--- src/hdl/tbc_pkg.sv ---
package tbc_pkg;

    // ***************************************************************
    // timing
    // ***************************************************************
    localparam int CLK_HZ = 50_000_000;
    localparam int SPROCKET_GAP_US = 1500;
    localparam int STOP_DELAY_MS = 16;
    localparam int FWD_RESUME_MS = 55;
    localparam int BWD_RESUME_MS = 36;
    localparam int SPROCKET_GAP_CYC = SPROCKET_GAP_US * (CLK_HZ / 1_000_000);
    localparam int STOP_DELAY_CYC = STOP_DELAY_MS * (CLK_HZ / 1000);
    localparam int FWD_RESUME_CYC = FWD_RESUME_MS * (CLK_HZ / 1000);
    localparam int BWD_RESUME_CYC = BWD_RESUME_MS * (CLK_HZ / 1000);

    // ***************************************************************
    // group counter
    // ***************************************************************
    localparam logic [2:0] GROUP_PRESET = 3'h6;
    localparam logic [2:0] GROUP_CLEAR = 3'h0;
    localparam logic [2:0] GROUP_FIRST = 3'h1;
    localparam logic [2:0] GROUP_LAST = 3'h6;

    // ***************************************************************
    // word positions within a group or a foreign block
    // ***************************************************************
    localparam logic [5:0] WORD_FIRST_END = 6'h00;
    localparam logic [5:0] NATIVE_WINDOW_END = 6'h08;
    localparam logic [5:0] FOREIGN_WINDOW_END = 6'h3a;

    // ***************************************************************
    // carriers
    // ***************************************************************
    typedef struct packed {
        logic fwd_near;
        logic fwd_far;
        logic bwd;
    } tbc_photo_s;

    typedef struct packed {
        logic stop;
        logic resume;
        logic inhibit_read;
    } tbc_read_ctl_s;

endpackage

--- src/hdl/tbc_retrig_timer.sv ---
`timescale 1ns/1ps
// retriggerable delay: reload on trigger, one-cycle pulse on reaching zero
module tbc_retrig_timer #(
    parameter int WIDTH = 24
) (
    input wire logic clk_sys,
    input wire logic rst,
    input wire logic trigger,
    input wire logic [WIDTH-1:0] load_value,
    output logic running,
    output logic expired
);
    logic [WIDTH-1:0] count;
    logic [WIDTH-1:0] next_count;
    logic next_expired;

    always_comb begin
        next_count = count;
        next_expired = 1'b0;
        if (trigger) begin
            next_count = load_value;
        end else if (count == WIDTH'(1)) begin
            next_count = '0;
            next_expired = 1'b1;
        end else if (count != '0) begin
            next_count = count - WIDTH'(1);
        end
    end

    always_ff @(posedge clk_sys or posedge rst) begin
        if (rst) begin
            count <= '0;
            expired <= 1'b0;
        end else begin
            count <= next_count;
            expired <= next_expired;
        end
    end

    assign running = (count != '0);
endmodule

--- src/hdl/tbc_blockette_badspot.sv ---
`timescale 1ns/1ps
// Function
// [RULE1] counter steps only in foreign mode
// [RULE2] counts six groups; flag differs in sixth
// [RULE3] gap recognised only once final group begun; last_sprocket_signal is not gated by gap_enable
// [RULE4] foreign mode: window spans whole block
// [RULE5] three flops, step gated, flag at six
// [RULE6] tape select presets counter to six
// [RULE7] native read keeps counter at six
// [RULE8] foreign start read clears, steps per group
// [RULE9] next block wraps six to one
// [RULE10] window sets after first word, closes on strobe
// [RULE11] end-of-window after word nine or 59
// [RULE12] 1.5 ms without sprocket flags last sprocket
// [RULE13] last sprocket suppressed in hash period
// [RULE14] last sprocket in window sets flop
// [RULE15] forward alert retriggers 16 and 55 ms
// [RULE16] 16 ms expiry forward stops reading
// [RULE17] 55 ms expiry resumes reading
// [RULE18] backward alert stops at once, starts 36 ms
// [RULE19] backward holes retrigger 36 ms, then resume
// [RULE20] alert from forward pair or backward cell
// [RULE21] hash period equals gating flop set
// [RULE22] timers are reloading down-counters
module tbc_blockette_badspot #(
    parameter int GAP_CYC = tbc_pkg::SPROCKET_GAP_CYC,
    parameter int STOP_CYC = tbc_pkg::STOP_DELAY_CYC,
    parameter int FWD_CYC = tbc_pkg::FWD_RESUME_CYC,
    parameter int BWD_CYC = tbc_pkg::BWD_RESUME_CYC
) (
    input wire logic clk_sys,
    input wire logic rst,
    input wire logic tape_select,
    input wire logic start_read,
    input wire logic foreign_read,
    input wire logic foreign_mode,
    input wire logic read_forward,
    input wire logic read_backward,
    input wire logic sprocket,
    input wire logic group_first_char,
    input wire logic word_end,
    input wire logic [5:0] word_index,
    input wire logic hash_gate,
    input wire logic alert_close_strobe,
    input wire tbc_pkg::tbc_photo_s photo,
    output logic last_blockette_flag,
    output logic gap_enable,
    output logic badspot_window,
    output logic end_of_window,
    output logic last_sprocket_signal,
    output logic last_sprocket_ff,
    output logic badspot_photocell_alert,
    output tbc_pkg::tbc_read_ctl_s read_ctl
);
    // ***************************************************************
    // input synchronisers (pins from the tape unit)
    // ***************************************************************
    logic [3:0] sync_a;
    logic [3:0] sync_b;
    logic [3:0] sync_prev;
    logic spr_pulse;
    logic near_s;
    logic far_s;
    logic bwd_s;
    logic alert_prev;
    logic alert_pulse;

    always_ff @(posedge clk_sys or posedge rst) begin
        if (rst) begin
            sync_a <= 4'h0;
            sync_b <= 4'h0;
            sync_prev <= 4'h0;
            alert_prev <= 1'b0;
        end else begin
            sync_a <= {sprocket, photo.fwd_near, photo.fwd_far, photo.bwd};
            sync_b <= sync_a;
            sync_prev <= sync_b;
            alert_prev <= badspot_photocell_alert;
        end
    end

    assign spr_pulse = sync_b[3] & ~sync_prev[3];
    assign near_s = sync_b[2];
    assign far_s = sync_b[1];
    assign bwd_s = sync_b[0];

    // only one direction is active at a time
    always_comb begin
        if (read_forward) begin
            badspot_photocell_alert = near_s | far_s; // RULE20
        end else if (read_backward) begin
            badspot_photocell_alert = bwd_s; // RULE20
        end else begin
            badspot_photocell_alert = 1'b0;
        end
    end
    // a new hole gives a rising edge of the merged alert only if no selected cell is already lit
    assign alert_pulse = badspot_photocell_alert & ~alert_prev;

    // ***************************************************************
    // group counter
    // ***************************************************************
    logic [2:0] group_count;
    logic [2:0] next_group_count;

    always_comb begin
        next_group_count = group_count;
        if (tape_select) begin
            next_group_count = tbc_pkg::GROUP_PRESET; // RULE6
        end else if (start_read && foreign_read) begin
            next_group_count = tbc_pkg::GROUP_CLEAR; // RULE8
        end else if (foreign_mode && foreign_read && group_first_char) begin // RULE1 RULE7
            if (group_count == tbc_pkg::GROUP_LAST) begin
                next_group_count = tbc_pkg::GROUP_FIRST; // RULE9
            end else begin
                next_group_count = group_count + 3'h1; // RULE5 RULE8
            end
        end
    end

    always_ff @(posedge clk_sys or posedge rst) begin
        if (rst) begin
            group_count <= tbc_pkg::GROUP_PRESET;
        end else begin
            group_count <= next_group_count;
        end
    end

    // high in groups one to five, low in the sixth
    assign last_blockette_flag = (group_count != tbc_pkg::GROUP_LAST); // RULE2 RULE5
    // native tapes keep the count at six, so gaps are always eligible there
    assign gap_enable = ~last_blockette_flag; // RULE3

    // ***************************************************************
    // bad-spot alert window
    // ***************************************************************
    logic next_badspot_window;
    logic next_end_of_window;
    logic [5:0] window_end_word;

    // in foreign mode the group-one test on the count keeps the first word of later groups from reopening it
    always_comb begin
        window_end_word = foreign_mode ? tbc_pkg::FOREIGN_WINDOW_END
                                       : tbc_pkg::NATIVE_WINDOW_END; // RULE4 RULE11
        next_badspot_window = badspot_window;
        next_end_of_window = end_of_window;
        // close first, so a group start in the same cycle reopens the window
        if (alert_close_strobe && end_of_window) begin
            next_badspot_window = 1'b0; // RULE10
        end
        if (word_end && word_index == tbc_pkg::WORD_FIRST_END) begin
            if (!foreign_mode || group_count == tbc_pkg::GROUP_FIRST) begin // RULE4
                next_badspot_window = 1'b1; // RULE10
                next_end_of_window = 1'b0;
            end
        end
        if (word_end && word_index == window_end_word) begin
            next_end_of_window = 1'b1; // RULE11
        end
    end

    always_ff @(posedge clk_sys or posedge rst) begin
        if (rst) begin
            badspot_window <= 1'b0;
            end_of_window <= 1'b0;
        end else begin
            badspot_window <= next_badspot_window;
            end_of_window <= next_end_of_window;
        end
    end

    // ***************************************************************
    // sprocket gap detection
    // ***************************************************************
    logic gap_expired;
    logic next_last_sprocket_signal;
    logic next_last_sprocket_ff;

    tbc_retrig_timer #(.WIDTH(32)) u_gap_timer (
        .clk_sys(clk_sys),
        .rst(rst),
        .trigger(spr_pulse), // RULE12 RULE22
        .load_value(32'(GAP_CYC)),
        .running(),
        .expired(gap_expired)
    );

    always_comb begin
        next_last_sprocket_signal = gap_expired & ~hash_gate; // RULE12 RULE13 RULE21
        next_last_sprocket_ff = last_sprocket_ff;
        if (start_read) begin
            next_last_sprocket_ff = 1'b0;
        end
        if (next_last_sprocket_signal && badspot_window) begin
            next_last_sprocket_ff = 1'b1; // RULE14
        end
    end

    always_ff @(posedge clk_sys or posedge rst) begin
        if (rst) begin
            last_sprocket_signal <= 1'b0;
            last_sprocket_ff <= 1'b0;
        end else begin
            last_sprocket_signal <= next_last_sprocket_signal;
            last_sprocket_ff <= next_last_sprocket_ff;
        end
    end

    // ***************************************************************
    // stop and resume timers
    // ***************************************************************
    logic stop_expired;
    logic fwd_expired;
    logic bwd_expired;
    logic fwd_alert;
    logic bwd_alert;

    assign fwd_alert = alert_pulse & read_forward;
    assign bwd_alert = alert_pulse & read_backward;

    tbc_retrig_timer #(.WIDTH(32)) u_stop_timer (
        .clk_sys(clk_sys),
        .rst(rst),
        .trigger(fwd_alert | bwd_alert), // RULE15 RULE18
        .load_value(32'(STOP_CYC)),
        .running(),
        .expired(stop_expired)
    );

    tbc_retrig_timer #(.WIDTH(32)) u_fwd_timer (
        .clk_sys(clk_sys),
        .rst(rst),
        .trigger(fwd_alert), // RULE15
        .load_value(32'(FWD_CYC)),
        .running(),
        .expired(fwd_expired)
    );

    tbc_retrig_timer #(.WIDTH(32)) u_bwd_timer (
        .clk_sys(clk_sys),
        .rst(rst),
        .trigger(bwd_alert), // RULE19
        .load_value(32'(BWD_CYC)),
        .running(),
        .expired(bwd_expired)
    );

    // ***************************************************************
    // read bad-spot flop and inhibit
    // ***************************************************************
    logic read_badspot;
    logic next_read_badspot;
    tbc_pkg::tbc_read_ctl_s next_read_ctl;

    // reading only stops once a bad spot was seen by the sprocket gap
    always_comb begin
        next_read_badspot = read_badspot;
        next_read_ctl = '{stop: 1'b0, resume: 1'b0, inhibit_read: read_ctl.inhibit_read};
        if (read_badspot && ((read_forward && fwd_expired) || (read_backward && bwd_expired))) begin
            next_read_badspot = 1'b0; // RULE17 RULE19
            next_read_ctl.resume = 1'b1;
            next_read_ctl.inhibit_read = 1'b0;
        end else if (!read_badspot && last_sprocket_ff &&
                     ((read_forward && stop_expired) || bwd_alert)) begin
            next_read_badspot = 1'b1; // RULE14 RULE16 RULE18
            next_read_ctl.stop = 1'b1;
            next_read_ctl.inhibit_read = 1'b1;
        end
    end

    always_ff @(posedge clk_sys or posedge rst) begin
        if (rst) begin
            read_badspot <= 1'b0;
            read_ctl <= '0;
        end else begin
            read_badspot <= next_read_badspot;
            read_ctl <= next_read_ctl;
        end
    end

    // ***************************************************************
    // checks
    // ***************************************************************
    chk_flag_on_clear: assert property (@(posedge clk_sys) disable iff (rst) // RULE8
        (start_read && foreign_read && !tape_select) |=> last_blockette_flag)
        else $error("flag not high after foreign start read");
    chk_preset_six: assert property (@(posedge clk_sys) disable iff (rst) // RULE6
        tape_select |=> group_count == 3'h6)
        else $error("tape select did not preset six");
    chk_hold_native: assert property (@(posedge clk_sys) disable iff (rst) // RULE1
        (!foreign_mode && !tape_select && !start_read) |=> $stable(group_count))
        else $error("counter moved outside foreign mode");
    chk_wrap_one: assert property (@(posedge clk_sys) disable iff (rst) // RULE9
        (group_count == 3'h6 && foreign_mode && foreign_read && group_first_char
         && !tape_select && !start_read) |=> group_count == 3'h1)
        else $error("counter did not wrap to one");
    chk_hash_quiet: assert property (@(posedge clk_sys) disable iff (rst) // RULE13
        $past(hash_gate) |-> !last_sprocket_signal)
        else $error("last sprocket inside hash period");
    chk_window_close: assert property (@(posedge clk_sys) disable iff (rst) // RULE10
        (badspot_window && !end_of_window && !word_end) |=> badspot_window)
        else $error("window closed early");
    chk_stop_inhibit: assert property (@(posedge clk_sys) disable iff (rst) // RULE16
        read_ctl.stop |-> read_ctl.inhibit_read ##1 read_badspot)
        else $error("stop without inhibit");
    chk_resume_clear: assert property (@(posedge clk_sys) disable iff (rst) // RULE17
        read_ctl.resume |-> !read_ctl.inhibit_read && !read_badspot)
        else $error("resume left inhibit set");
    chk_bwd_immediate: assert property (@(posedge clk_sys) disable iff (rst) // RULE18
        (bwd_alert && last_sprocket_ff && !read_badspot) |=> read_badspot)
        else $error("backward alert did not stop at once");
endmodule

--- config.mk ---
export PLATFORM = sky130hd
export DESIGN_NAME = tbc_blockette_badspot
export DESIGN_NICKNAME = d
export VERILOG_FILES = /design/src/hdl/tbc_pkg.sv /design/src/hdl/tbc_retrig_timer.sv /design/src/hdl/tbc_blockette_badspot.sv
export SDC_FILE = /design/constraint.sdc
export NUM_CORES = 1
export LEC_CHECK = 0
export BUFFER_PORTS_ARGS = -buffer_cell sky130_fd_sc_hd__buf_2
export CAP_MARGIN = 20
export CORE_ASPECT_RATIO = 1.1
export CORE_MARGIN = 1.5
export CORE_UTILIZATION = 46
export DETAILED_ROUTE_END_ITERATION = 12
export MAX_ROUTING_LAYER = met4
export PLACE_DENSITY = 0.62
export RECOVER_POWER = 100
export SYNTH_ARGS = -nofsm -noshare
export SYNTH_HDL_FRONTEND = slang
export SYNTH_SLANG_ARGS = --single-unit
--- constraint.sdc ---
create_clock -name clk_sys -period 5.08 [get_ports clk_sys]
set_input_delay 0.508 -clock clk_sys [delete_from_list [all_inputs] [get_ports clk_sys]]
set_output_delay 0.508 -clock clk_sys [all_outputs]
set_load 0.005 [all_outputs]
# [After elaboration in Yosys (flattened, before gate mapping)]
# Index checks and enable logic that the tools add are counted.
[totals] elab_cells=117 ff_bits=155 output_inout_bits=10 inputBits=22
[op_classes] muxes=40 reduce_logical=33 n_eq_ne=8 bitwise=11 addsub=5
[op_table] operator="$mux 32" count=12
[op_table] operator="$eq 32x1->1 const B" count=4
[op_table] operator="$reduce_bool 32->1" count=4
[op_table] operator="$sub 32x1->32 const B" count=4
[op_table] operator="$mux 1" count=23
[op_table] operator="$reduce_bool 3->1" count=5
[op_table] operator="$logic_and 1x1->1" count=13
[op_table] operator="$mux 3" count=4
[op_table] operator="$reduce_bool 2->1" count=4
[op_table] operator="$eq 6x6->1" count=1
[op_table] operator="$logic_not 6->1" count=1
[op_table] operator="$mux 6" count=1
[op_table] operator="$and 1x1->1" count=5
[op_table] operator="$not 1->1" count=4
[op_table] operator="$add 3x1->3 const B" count=1
[op_table] operator="$eq 3x1->1 const B" count=1
[op_table] operator="$eq 3x3->1 const B" count=1
[op_table] operator="$logic_or 1x1->1" count=3
[op_table] operator="$ne 3x3->1 const B" count=1
[op_table] operator="$logic_not 1->1" count=2
[op_table] operator="$or 1x1->1" count=2
[op_table] operator="$reduce_and 2->1" count=1

# [Depth between registers and ports, before layout]
# Gate-level depths: netlist of run 1.
[depth] ltp_word=8 mapped_depth=9 mapped_depth_nobuf=7

# [Cells and area by module]
# A second synthesis of run 1 with hierarchy kept.
[hier_totals] hier_cells=952 area_unflattened_um2=9054.9
[by_module_without_submodules] module="tbc_retrig_timer at u_bwd_timer ..." instances=2 seq_area_each_um2=825.8 area_per_inst_um2=2069.5 cells_each=224
[by_module_without_submodules] module="tbc_retrig_timer at u_gap_timer ..." instances=2 seq_area_each_um2=825.8 area_per_inst_um2=2044.5 cells_each=215
[by_module_without_submodules] module="tbc_blockette_badspot" instances=1 seq_area_each_um2=503.0 area_per_inst_um2=827.0 cells_each=74

# [Worst setup path after synthesis of run 1]
# OpenSTA, ideal clock, no wires.
[synth_timing] path_kind="flip-flop to flip-flop" start="register u_gap_timer.count[0]" end="register u_gap_timer.count[30]" required_time_ns=5.003 t_arrival_ns=2.411 stages_incl_launch_ff=9 setup_ns=0.077 n_path_buf=1 period_less_slack_ns=2.488 path_slack_ns=2.592 cell_sequence="dfrtp_1 > inv_1 > ha_1 > or3b_2 > clkbuf_1 > nor4_1 > o31ai_1 > or4_1 > a21oi_1"
[synth_between] elab_chain_cells=4 word_cells_on_any_way=7 cone_classes="add/sub: 1; eq/ne: 1; mux: 3; reduce/logical: 2"
[synth_rtl] item="start: declaration" line_no="tbc_retrig_timer.sv:13" rtl="logic [WIDTH-1:0] count;"
[synth_rtl] item="start signal: assignment" line_no="tbc_retrig_timer.sv:35" rtl="count <= next_count;"
[synth_rtl] item="$sub 32x1->32" line_no="tbc_retrig_timer.sv:26" rtl="next_count = count - WIDTH'(1);"
[synth_rtl] item="$mux 32" line_no="tbc_retrig_timer.sv:25" rtl="end else if (count != '0) begin"
[synth_rtl] item="$mux 32" line_no="tbc_retrig_timer.sv:22" rtl="end else if (count == WIDTH'(1)) begin"
[synth_rtl] item="$mux 32" line_no="tbc_retrig_timer.sv:20" rtl="if (trigger) begin"
# Several ways; a longest one is shown, not always the timed one. The select of a mux whose other input is x is not followed.
# A chain may end at the register's enable or synchronous reset.

# [Worst setup path in the final report of run 1]
[layout_timing] start="register u_bwd_timer.count[20]" end="register u_bwd_timer.count[18]"
[layout_between] elab_chain_cells=3 word_cells_on_any_way=5 cone_classes="eq/ne: 1; mux: 2; reduce/logical: 2"
[layout_rtl] item="start: declaration" line_no="tbc_retrig_timer.sv:13"
[layout_rtl] item="start signal: assignment" line_no="tbc_retrig_timer.sv:35"
[layout_rtl] item="$eq 32x1->1" line_no="tbc_retrig_timer.sv:22"
[layout_rtl] item="$mux 32" line_no="tbc_retrig_timer.sv:22"
[layout_rtl] item="$mux 32" line_no="tbc_retrig_timer.sv:20"
# Several ways; a longest one is shown, not always the timed one.

==> results by group, run 1 <==
Run status
  • Status: finished, violations left
  • Failing checks: capacitance limit, slew limit

GRT
  • Vias in the first global route: 6470
  • Initial antenna violation count: 0
  • First-pass GRT wire length: 31100 microns
  • Gr usage total: 0.218
  • Grt total ovfl: 0
  • Pin count of the biggest net entering global routing: between 100 and 150

Synthesis
  • Area leader, netlist: dfrtp_1
  • Most used DFF post-synth: dfrtp_1
  • Synth warnings: 0
  • Top cells by area, synth: dfrtp_1 (47%), a21oi_1 (6.2%), or3_1 (5.0%)
  • Syn Nets: 877
  • Complex-gate fraction of the synthesized area: 0.159
  • Area fraction of the dominant cell type after synthesis: 0.470
  • Synth cell types: 58
  • Syn Std Cell Area: 0.00799 sq mm
  • Seq/Total Area, Yosys: 0.476
  • Most frequent cell after synthesis: dfrtp_1
  • Adder-cell share of the synthesized area: 0.0188
  • Mean Syn Cell Area: 9.48 sq um
  • Largest family of logic cells by synthesized area: simple AND/OR/NAND/NOR gates
  • Number of synthesized flops with an enable pin: 0
  • Mapped Cells: 843
  • Synth top cells by count: dfrtp_1 (150), a21oi_1 (99), or3_1 (64)
  • Number of synthesized register bits: 152
  • Post-synthesis simple-gate area fraction: 0.264
  • Synth Area in XOR/XNOR: 0.0537
  • Post-synthesis mux area share: 0.00141
  • Asr flop ratio synth: 1.00

Timing
  • Endpoints failing hold: 0
  • Slew HR: -0.639
  • Fmax: 272 MHz
  • Unrepaired setup endpoints after global routing: false
  • Final setup vio count: 0
  • Setup TNS: 0 ps
  • Worst-Margin Slew: 2460 ps
  • Clock Skews: 8.21 ps
  • Slew Limit Fails: 47
  • Tmin final: 3680 ps
  • Hold slack final: ~190 ps
  • Period utilization: 0.725

Setup path
  • CP max FO: 13
  • Delay-heaviest family, CP: simple AND/OR/NAND/NOR gates
  • Critical path's most frequent cell: or4_1
  • Crit path max-delay cell type: nor4_1
  • Crit path launch type: flip-flop
  • Worst r2r src: u_bwd_timer.count[20]$_DFFE_PP0P_
  • Crit Reg-Reg Endpoint: u_bwd_timer.count[18]$_DFFE_PP0P_
  • Reg2reg path depth: 6
  • Cell-by-cell trace of the critical path: or4_1 -> or4_1 -> nor4_1 -> clkbuf_1 -> or4b_2 -> a21oi_1
  • Crit end category: flip-flop
  • Setup Crit Path Kind: reg2reg
  • WP buf/inv: 1
  • Crit path DAT: 3940 ps
  • Slowest stage delay, CP: roughly 1200 ps
  • WP data required: 5340 ps
  • Reg2Reg Setup Slack: 1400 ps

Job
  • Max cap viols: 2

Placed design
  • Detailed Place HPWL: approximately 12000 microns
  • GPL Wtd Cong: 0.862
  • IO buf count: 31

Floorplan
  • Die Span Y: 141 microns
  • Placement Rows: 50
  • Die footprint: 0.0182 sq mm
  • Die width: 129 microns
  • Io pins: 32
  • Core area: around 0.017 sq mm
  • Initial core utilization: 0.470

Cells and area
  • Fillers: 1581
  • Final net count: 901
  • Layout cells sized above 1: 0.0943
  • N_diodes: 0
  • Area Overhead vs Synth: 11.9%

Route
  • Avg WL per Cell: 16.2 microns
  • Via density: 5.94
  • Routed WL: 18000 microns
  • Number of DRC markers in iteration 0: 393
  • Antenna viol nets, final: 0
  • Vias post-DR: 6618
  • Drt drc: 0
  • DR pass1 iterations: 5

Clocking
  • CTS max path bufs: 2
  • CTS resizes: 0
  • Worst-skew pair later-pin latency: 430 ps
  • Hold_buf cts: 0
  • Clk sinks: 152
  • CTS tree: done
  • Clock buffer count from CTS: 17
  • Buffer type at the clock tree root: clkbuf_16
  • Reg clk slew, reported paths: roughly 60 ps
  • Post CTS Setup Buffer Count: 0
  • H-tree depth: 4

Worst hold path
  • Worst Hold Class: in2reg
  • Worst Hold Path EP: sync_a[3]$_DFF_PP0_
  • Hold path depth: 1
  • Min-delay src: sprocket

Pwr
  • Leak: about 3.4 nW
  • Power Density: between 300 and 400 mW/mm^2
  • Max VDD drop: 0.000247 V
routing by layer:
layer	track usage	share of wire
met2	0.353	0.50
met3	0.0395	0.027
met4	0.0692	0.014
met5	-	0
met1	0.278	0.46
cell families (layout without fill, tap and decap cells):
logic type / count (synthesis) / after routing
flops: 152 / 152
fa+ha+maj: 12 / 12
xor+xnor: 49 / 49
buf+inv: 51 / 88
simple gates: 361 / 361
mux: 1 / 1
compound gates: 217 / 217
area by class of cell:
type,count,area [sq um],share of cell area
tap,234,293,0.0327
inverter,17,68.8,0.00770
clock buffer,21,450,0.0504
sequential,152,3810,0.426
timing repair buffer,39,183,0.0204
multi-input combinational,640,3950,0.441
clock inverter,11,194,0.0217
state kept, by name, indices dropped and copies added, names as in the netlist:
| name | cells |
|---|---|
| read_ctl | 2 |
| group_count | 3 |
| u_fwd_timer.expired | 1 |
| u_gap_timer.expired | 1 |
| u_stop_timer.expired | 1 |
| last_sprocket_signal | 1 |
| sync_a | 4 |
| alert_prev | 1 |
| badspot_window | 1 |
| sync_b | 4 |
| sync_prev | 1 |
| u_bwd_timer.count | 32 |
| u_stop_timer.count | 32 |
| u_bwd_timer.expired | 1 |
| last_sprocket_ff | 1 |
| u_gap_timer.count | 32 |
| read_badspot | 1 |
| u_fwd_timer.count | 32 |
| end_of_window | 1 |
placed cells by master, fill, tap and decap left out, types with 11 or more instances in the layout:
cell	count
o31ai_1	29
nor2_1	58
inv_1	16
dfrtp_1	150
clkbuf_1	17
nand2_1	34
ha_1	12
xnor2_1	28
xor2_1	21
or3_1	65
nor3_1	48
a21oi_1	99
nand3_1	17
or4_1	49
buf_2	23
clkbuf_16	17
or2_2	11
nor4_1	20
o21ai_0	54
power by group:
| group | leakage [nW] | internal, W | switching (W) |
|---|---|---|---|
| registers | 1.88 | 0.00132 | 0.000128 |
| logic | 1.17 | 0.000206 | 0.000299 |
| clock network | 0.312 | 0.000887 | 0.000499 |
| total | 3.36 | 0.00242 | 0.000926 |
how the worst max path moves through the flow:
stage	from	endpoint	slack [ps]	cells after the start
floorplan	rst	alert_prev$_DFF_PP0_	480	1
global placement	u_bwd_timer.count[20]$_DFFE_PP0P_	u_bwd_timer.count[0]$_DFFE_PP0P_	2100	5
detailed placement	u_bwd_timer.count[20]$_DFFE_PP0P_	u_bwd_timer.count[0]$_DFFE_PP0P_	2010	5
CTS	u_bwd_timer.count[20]$_DFFE_PP0P_	u_bwd_timer.count[0]$_DFFE_PP0P_	1990	5
global route	u_bwd_timer.count[20]$_DFFE_PP0P_	u_bwd_timer.count[18]$_DFFE_PP0P_	1130	6
finish	u_bwd_timer.count[20]$_DFFE_PP0P_	u_bwd_timer.count[18]$_DFFE_PP0P_	1400	6
stage by stage:
step	instances	utilization	cell area [sq um]	setup WS [ps]	total power, W
floorplan	843	-	7990	482	0.00184
global placement	1081	0.490	8340	2100	0.00195
detailed placement	1081	0.490	8340	2010	0.00198
CTS	1113	0.528	8990	1990	0.00338
global route	1114	0.525	8940	1130	0.00351
finish	1114	0.525	8940	1400	0.00334
(Power assumes the default switching activity.)
==> run 2: changes to the inputs <==
- clock period: 5.08 -> 3.75 ns (I/O delays scaled with it)
==> results by group, run 2 (same netlist as run 1, synthesis figures left out) <==
GRT
  • Gr usage total: 0.215
  • GRT busiest layer: met2
  • Vias in the first global route: 6603
  • Grt total ovfl: 0
  • Initial antenna violation count: 0
  • Met3 Resource Use GR: 0.0330
  • M2 GR Usage: 0.361
  • Pin count of the biggest net entering global routing: around 150
  • First-pass GRT wire length: approximately 31000 microns
  • GR Layer Usage met1: 0.264

Timing
  • Worst-Margin Slew: 2070 ps
  • Fmax: ~300 MHz
  • Clock Skews: a little over 8 ps
  • Final setup vio count: 0
  • Period utilization: 0.878
  • Endpoints failing hold: 0
  • Tmin final: between 3000 and 4000 ps
  • Hold slack final: just under 60 ps
  • Unrepaired setup endpoints after global routing: false
  • Slew HR: -0.378
  • Setup TNS: 0 ps
  • Slew Limit Fails: 153

Clocking
  • Worst-skew pair later-pin latency: between 400 and 500 ps
  • Clock buffer count from CTS: 17
  • Reg clk slew, reported paths: about 60 ps
  • CTS tree: done
  • CTS max path bufs: 2
  • Clk sinks: 152
  • Hold_buf cts: 0
  • CTS resizes: 0
  • Buffer type at the clock tree root: clkbuf_16
  • Post CTS Setup Buffer Count: 0
  • H-tree depth: 4

Setup path
  • Crit path max-delay cell type: nor3_1
  • Critical path's most frequent cell: or4_1
  • Reg2Reg Setup Slack: 460 ps
  • Crit path launch type: flip-flop
  • Worst r2r src: u_bwd_timer.count[20]$_DFFE_PP0P_
  • Setup Crit Path Kind: reg2reg
  • Crit path DAT: 3550 ps
  • Crit end category: flip-flop
  • CP max FO: 11
  • Slowest stage delay, CP: between 900 and 1000 ps
  • Reg2reg path depth: 5
  • CP Launch Point: u_bwd_timer.count[20]$_DFFE_PP0P_
  • Cell-by-cell trace of the critical path: or4_1 -> or4_1 -> or3_1 -> nor3_1 -> nor2_1
  • WP data required: around 4000 ps
  • Crit Reg-Reg Endpoint: u_bwd_timer.count[12]$_DFFE_PP0P_

Job
  • Max cap viols: 1

Placed design
  • Detailed Place HPWL: approximately 12000 microns
  • GPL Wtd Cong: 0.846
  • IO buf count: 31

Floorplan
  • Die footprint: 0.0182 sq mm
  • Placement Rows: 50
  • Die width: 129 microns
  • Initial core utilization: 0.470
  • Core area: around 0.017 sq mm
  • Io pins: 32
  • Die Span Y: roughly 140 microns

Cells and area
  • Final net count: about 900
  • Most frequent cells in the layout: dfrtp_1 (150), a21oi_1 (99), or3_1 (65)
  • Commonest non-fill, non-tap cell in the layout: dfrtp_1
  • Fillers: 1576
  • Layout cells sized above 1: 0.0982
  • N_diodes: 0
  • Area Overhead vs Synth: 11.7%

Route
  • Antenna viol nets, final: 0
  • Via density: 5.91
  • Avg WL per Cell: around 16 microns
  • Number of DRC markers in iteration 0: 483
  • DR pass1 iterations: 6
  • Drt drc: 0
  • Vias post-DR: 6621
  • Routed WL: 17900 microns

Pwr
  • Leak: 3.35 nW
  • Max VDD drop: 0.000401 V
  • Power Density: between 400 and 500 mW/mm^2

Worst hold path
  • Worst Hold Class: in2reg
  • Worst Hold Path EP: sync_a[3]$_DFF_PP0_
  • Hold path depth: 1
  • Min-delay src: sprocket

Run status
  • Failing checks: capacitance limit, slew limit
  • Status: finished, violations left
run 2: routing by layer:
layer  share of wire  vias to the layer above
met5               0                        -
met4           0.015                        0
met3           0.028                       18
met2            0.51                       81
met1            0.45                     3292
li1                -                     3230
run 2: cell type report:
cell class                 count  area (sq um)  share of cell area
timing repair buffer          45           223              0.0250
multi-input combinational    640          3950               0.443
sequential                   152          3810               0.427
clock inverter                 6          62.6             0.00701
clock buffer                  26           519              0.0582
inverter                      17          67.6             0.00757
tap                          234           293              0.0328
run 2: worst max path at each step:
stage	slack (ps)	cells past startpoint	endpoint
global placement	840	7	u_gap_timer.count[30]$_DFFE_PP0P_
detailed placement	780	6	u_bwd_timer.count[28]$_DFFE_PP0P_
finish	460	5	u_bwd_timer.count[12]$_DFFE_PP0P_
floorplan	1260	8	u_gap_timer.count[30]$_DFFE_PP0P_
global route	310	5	u_bwd_timer.count[12]$_DFFE_PP0P_
CTS	760	6	u_bwd_timer.count[28]$_DFFE_PP0P_
run 2: per-stage QoR:
| step | power (W) | cell area, sq um | worst slack [ps] | utilization | cells |
|---|---|---|---|---|---|
| 3_5_place_dp | 0.00270 | 8400 | 777 | 0.494 | 1087 |
| 2_1_floorplan | 0.00249 | 8000 | 1260 | - | 843 |
| 4_1_cts | 0.00438 | 8980 | 763 | 0.528 | 1119 |
| 6_report | 0.00434 | 8920 | 458 | 0.524 | 1120 |
| 5_1_grt | 0.00457 | 8920 | 311 | 0.524 | 1120 |
| 3_3_place_gp | 0.00267 | 8400 | 845 | 0.494 | 1087 |
run 2: worst max-delay path, delay by kind of cell, from the launching register on:
family,cells,cell delay [ps]
AND/OR/NAND/NOR,5,2710
flip-flops,1,420
run 2: report_power, final:
group / internal (W) / leakage (nW) / switching (W) / total (W)
Combinational: 0.000290 / 1.19 / 0.000419 / 0.000710
Clock: 0.00102 / 0.279 / 0.000644 / 0.00166
Sequential: 0.00179 / 1.88 / 0.000174 / 0.00197
Total: 0.00310 / 3.35 / 0.00124 / 0.00434
==> run 3: changes to the inputs <==
- CORE_MARGIN: 1.5 -> unset
- GPL_TIMING_DRIVEN: unset -> 0
- PLACE_DENSITY: 0.62 -> 0.65
- clock period: 3.75 -> 2.9 ns (I/O delays scaled with it)
==> results by group, run 3 (same netlist as run 1, synthesis figures left out) <==
Setup path
  • Crit path launch type: flip-flop
  • Slowest stage delay, CP: 670 ps
  • Setup Crit Path Kind: reg2reg
  • Crit Reg-Reg Endpoint: u_gap_timer.count[2]$_DFFE_PP0P_
  • Crit end category: flip-flop
  • Crit path DAT: 3080 ps
  • Crit path max-delay cell type: or4_1
  • Reg2reg path depth: 7
  • Reg2Reg Setup Slack: 120 ps
  • Cell-by-cell trace of the critical path: or4_1 -> or3_1 -> clkbuf_1 -> or2_2 -> o21ai_2 -> buf_2 -> a21oi_1
  • CP max FO: 10
  • Worst r2r src: u_gap_timer.count[6]$_DFFE_PP0P_
  • WP data required: 3190 ps

Placed design
  • Detailed Place HPWL: approximately 13000 microns
  • Post-place setup slack: -243 ps
  • GPL Wtd Cong: 0.867
  • IO buf count: 31

Route
  • Number of DRC markers in iteration 0: approximately 380
  • Antenna viol nets, final: 0
  • Avg WL per Cell: around 16 microns
  • Drt drc: 0
  • Routed WL: approximately 18000 microns
  • Via density: 5.81
  • DR pass1 iterations: 6
  • Vias post-DR: 6680

Run status
  • Status: completed

Clocking
  • Buffer type at the clock tree root: clkbuf_16
  • CTS max path bufs: 2
  • CTS tree: done
  • Reg clk slew, reported paths: approximately 70 ps
  • Clk sinks: 152
  • H-tree depth: 4
  • Worst-skew pair later-pin latency: 430 ps
  • Clock buffer count from CTS: 17
  • Post CTS Setup Buffer Count: 0

Worst hold path
  • Worst Hold Class: in2reg
  • Hold path depth: 2
  • Min-delay src: tape_select
  • Worst Hold Path EP: group_count[0]$_DFFE_PP0P_

Cells and area
  • Most frequent cells in the layout: dfrtp_1 (150), a21oi_1 (99), or3_1 (64)
  • N_diodes: 0
  • Core Util, Final: 0.541
  • Layout cells sized above 1: 0.130
  • Final net count: 936
  • Commonest non-fill, non-tap cell in the layout: dfrtp_1
  • Area Overhead vs Synth: 15.1%

Timing
  • Period utilization: 0.959
  • Endpoints failing hold: 0
  • Tmin final: 2780 ps
  • Final setup vio count: 0
  • Slew Limit Fails: 0
  • Fin worst setup slack: 119 ps
  • Slew HR: 0.219
  • Fmax: 360 MHz
  • Worst-Margin Slew: 1170 ps
  • Clock Skews: 9.57 ps
  • Setup TNS: 0 ps

Pwr
  • Max VDD drop: 0.000449 V
  • Power Density: between 600 and 700 mW/mm^2
  • Leak: 3.50 nW

Floorplan
  • Die Span Y: 140 microns
  • Io pins: 32
  • Placement Rows: 50
  • Die width: between 100 and 150 microns
  • Core area: 0.0170 sq mm
  • Die footprint: 0.0179 sq mm
  • Initial core utilization: 0.470

Job
  • Max cap viols: 0

GRT
  • Initial antenna violation count: 0
  • Pin count of the biggest net entering global routing: 38
  • Vias in the first global route: about 6500
  • Grt total ovfl: 0
  • Gr usage total: 0.221
  • First-pass GRT wire length: 31200 microns
-- run 3: cell count changes in the layout (fill, tap and decap cells not counted), moves of 3 or more --
cell | previous run | this run
nor3_2 | 0 | 5
clkbuf_2 | 1 | 11
clkbuf_8 | 6 | 3
nor4_1 | 19 | 16
dlygate4sd3_1 | 0 | 5
nor3_1 | 48 | 42
clkbuf_1 | 19 | 24
buf_4 | 6 | 2
buf_2 | 21 | 30
-- run 3: metal layers --
metal | up-vias | GRT usage | share of wire
met5 | - | - | 0
met4 | 0 | 0.0520 | 0.0063
met3 | 12 | 0.0374 | 0.028
met2 | 83 | 0.359 | 0.50
met1 | 3292 | 0.290 | 0.47
li1 | 3293 | - | -
-- run 3: area by class of cell --
cell class | count | area, sq um
clock buffer | 21 | 470
sequential | 152 | 3810
timing repair buffer | 40 | 236
clock inverter | 11 | 121
inverter | 17 | 65.1
buffer | 34 | 155
multi-input combinational | 640 | 4050
tap | 234 | 293
fill | 1593 | 7820
-- run 3: worst max path at each step --
stage | startpoint | endpoint
2_1_floorplan | u_gap_timer.count[0]$_DFFE_PP0P_ | u_gap_timer.count[30]$_DFFE_PP0P_
3_3_place_gp | rst | u_bwd_timer.count[5]$_DFFE_PP0P_
3_5_place_dp | u_stop_timer.count[1]$_DFFE_PP0P_ | u_stop_timer.count[21]$_DFFE_PP0P_
4_1_cts | u_stop_timer.count[1]$_DFFE_PP0P_ | u_stop_timer.count[21]$_DFFE_PP0P_
5_1_grt | u_gap_timer.count[6]$_DFFE_PP0P_ | u_gap_timer.count[8]$_DFFE_PP0P_
6_report | u_gap_timer.count[6]$_DFFE_PP0P_ | u_gap_timer.count[2]$_DFFE_PP0P_
-- run 3: metrics by stage --
stage          power [W]  cell area, sq um  cells  hold slack, ps
2_1_floorplan    0.00322              8000    843             321
3_3_place_gp     0.00346              8440   1108             332
3_5_place_dp     0.00350              8520   1112             353
4_1_cts          0.00575              9190   1149            13.3
5_1_grt          0.00600              9200   1149            18.4
6_report         0.00571              9200   1149            21.4
-- run 3: worst max-delay path, delay by kind of cell (launching register included) --
kind	cells	cell delay, ps
buffers and inverters	2	500
AOI/OAI and AO/OA	2	350
DFF	1	410
and+or+nand+nor	3	1380
-- run 3: repair_timing --
action / in CTS / in global routing
hold buffers: 5 / 0
cloned: 0 / 0
hold endpoints to repair: 28 / 0
gates resized for setup: 4 / 13
setup endpoints to repair: 23 / 63
pin swaps: 0 / 0
-- run 3: power by group --
group / switching, W / internal [W]
sequential: 0.000228 / 0.00232
combinational: 0.000555 / 0.000387
clock: 0.000892 / 0.00133
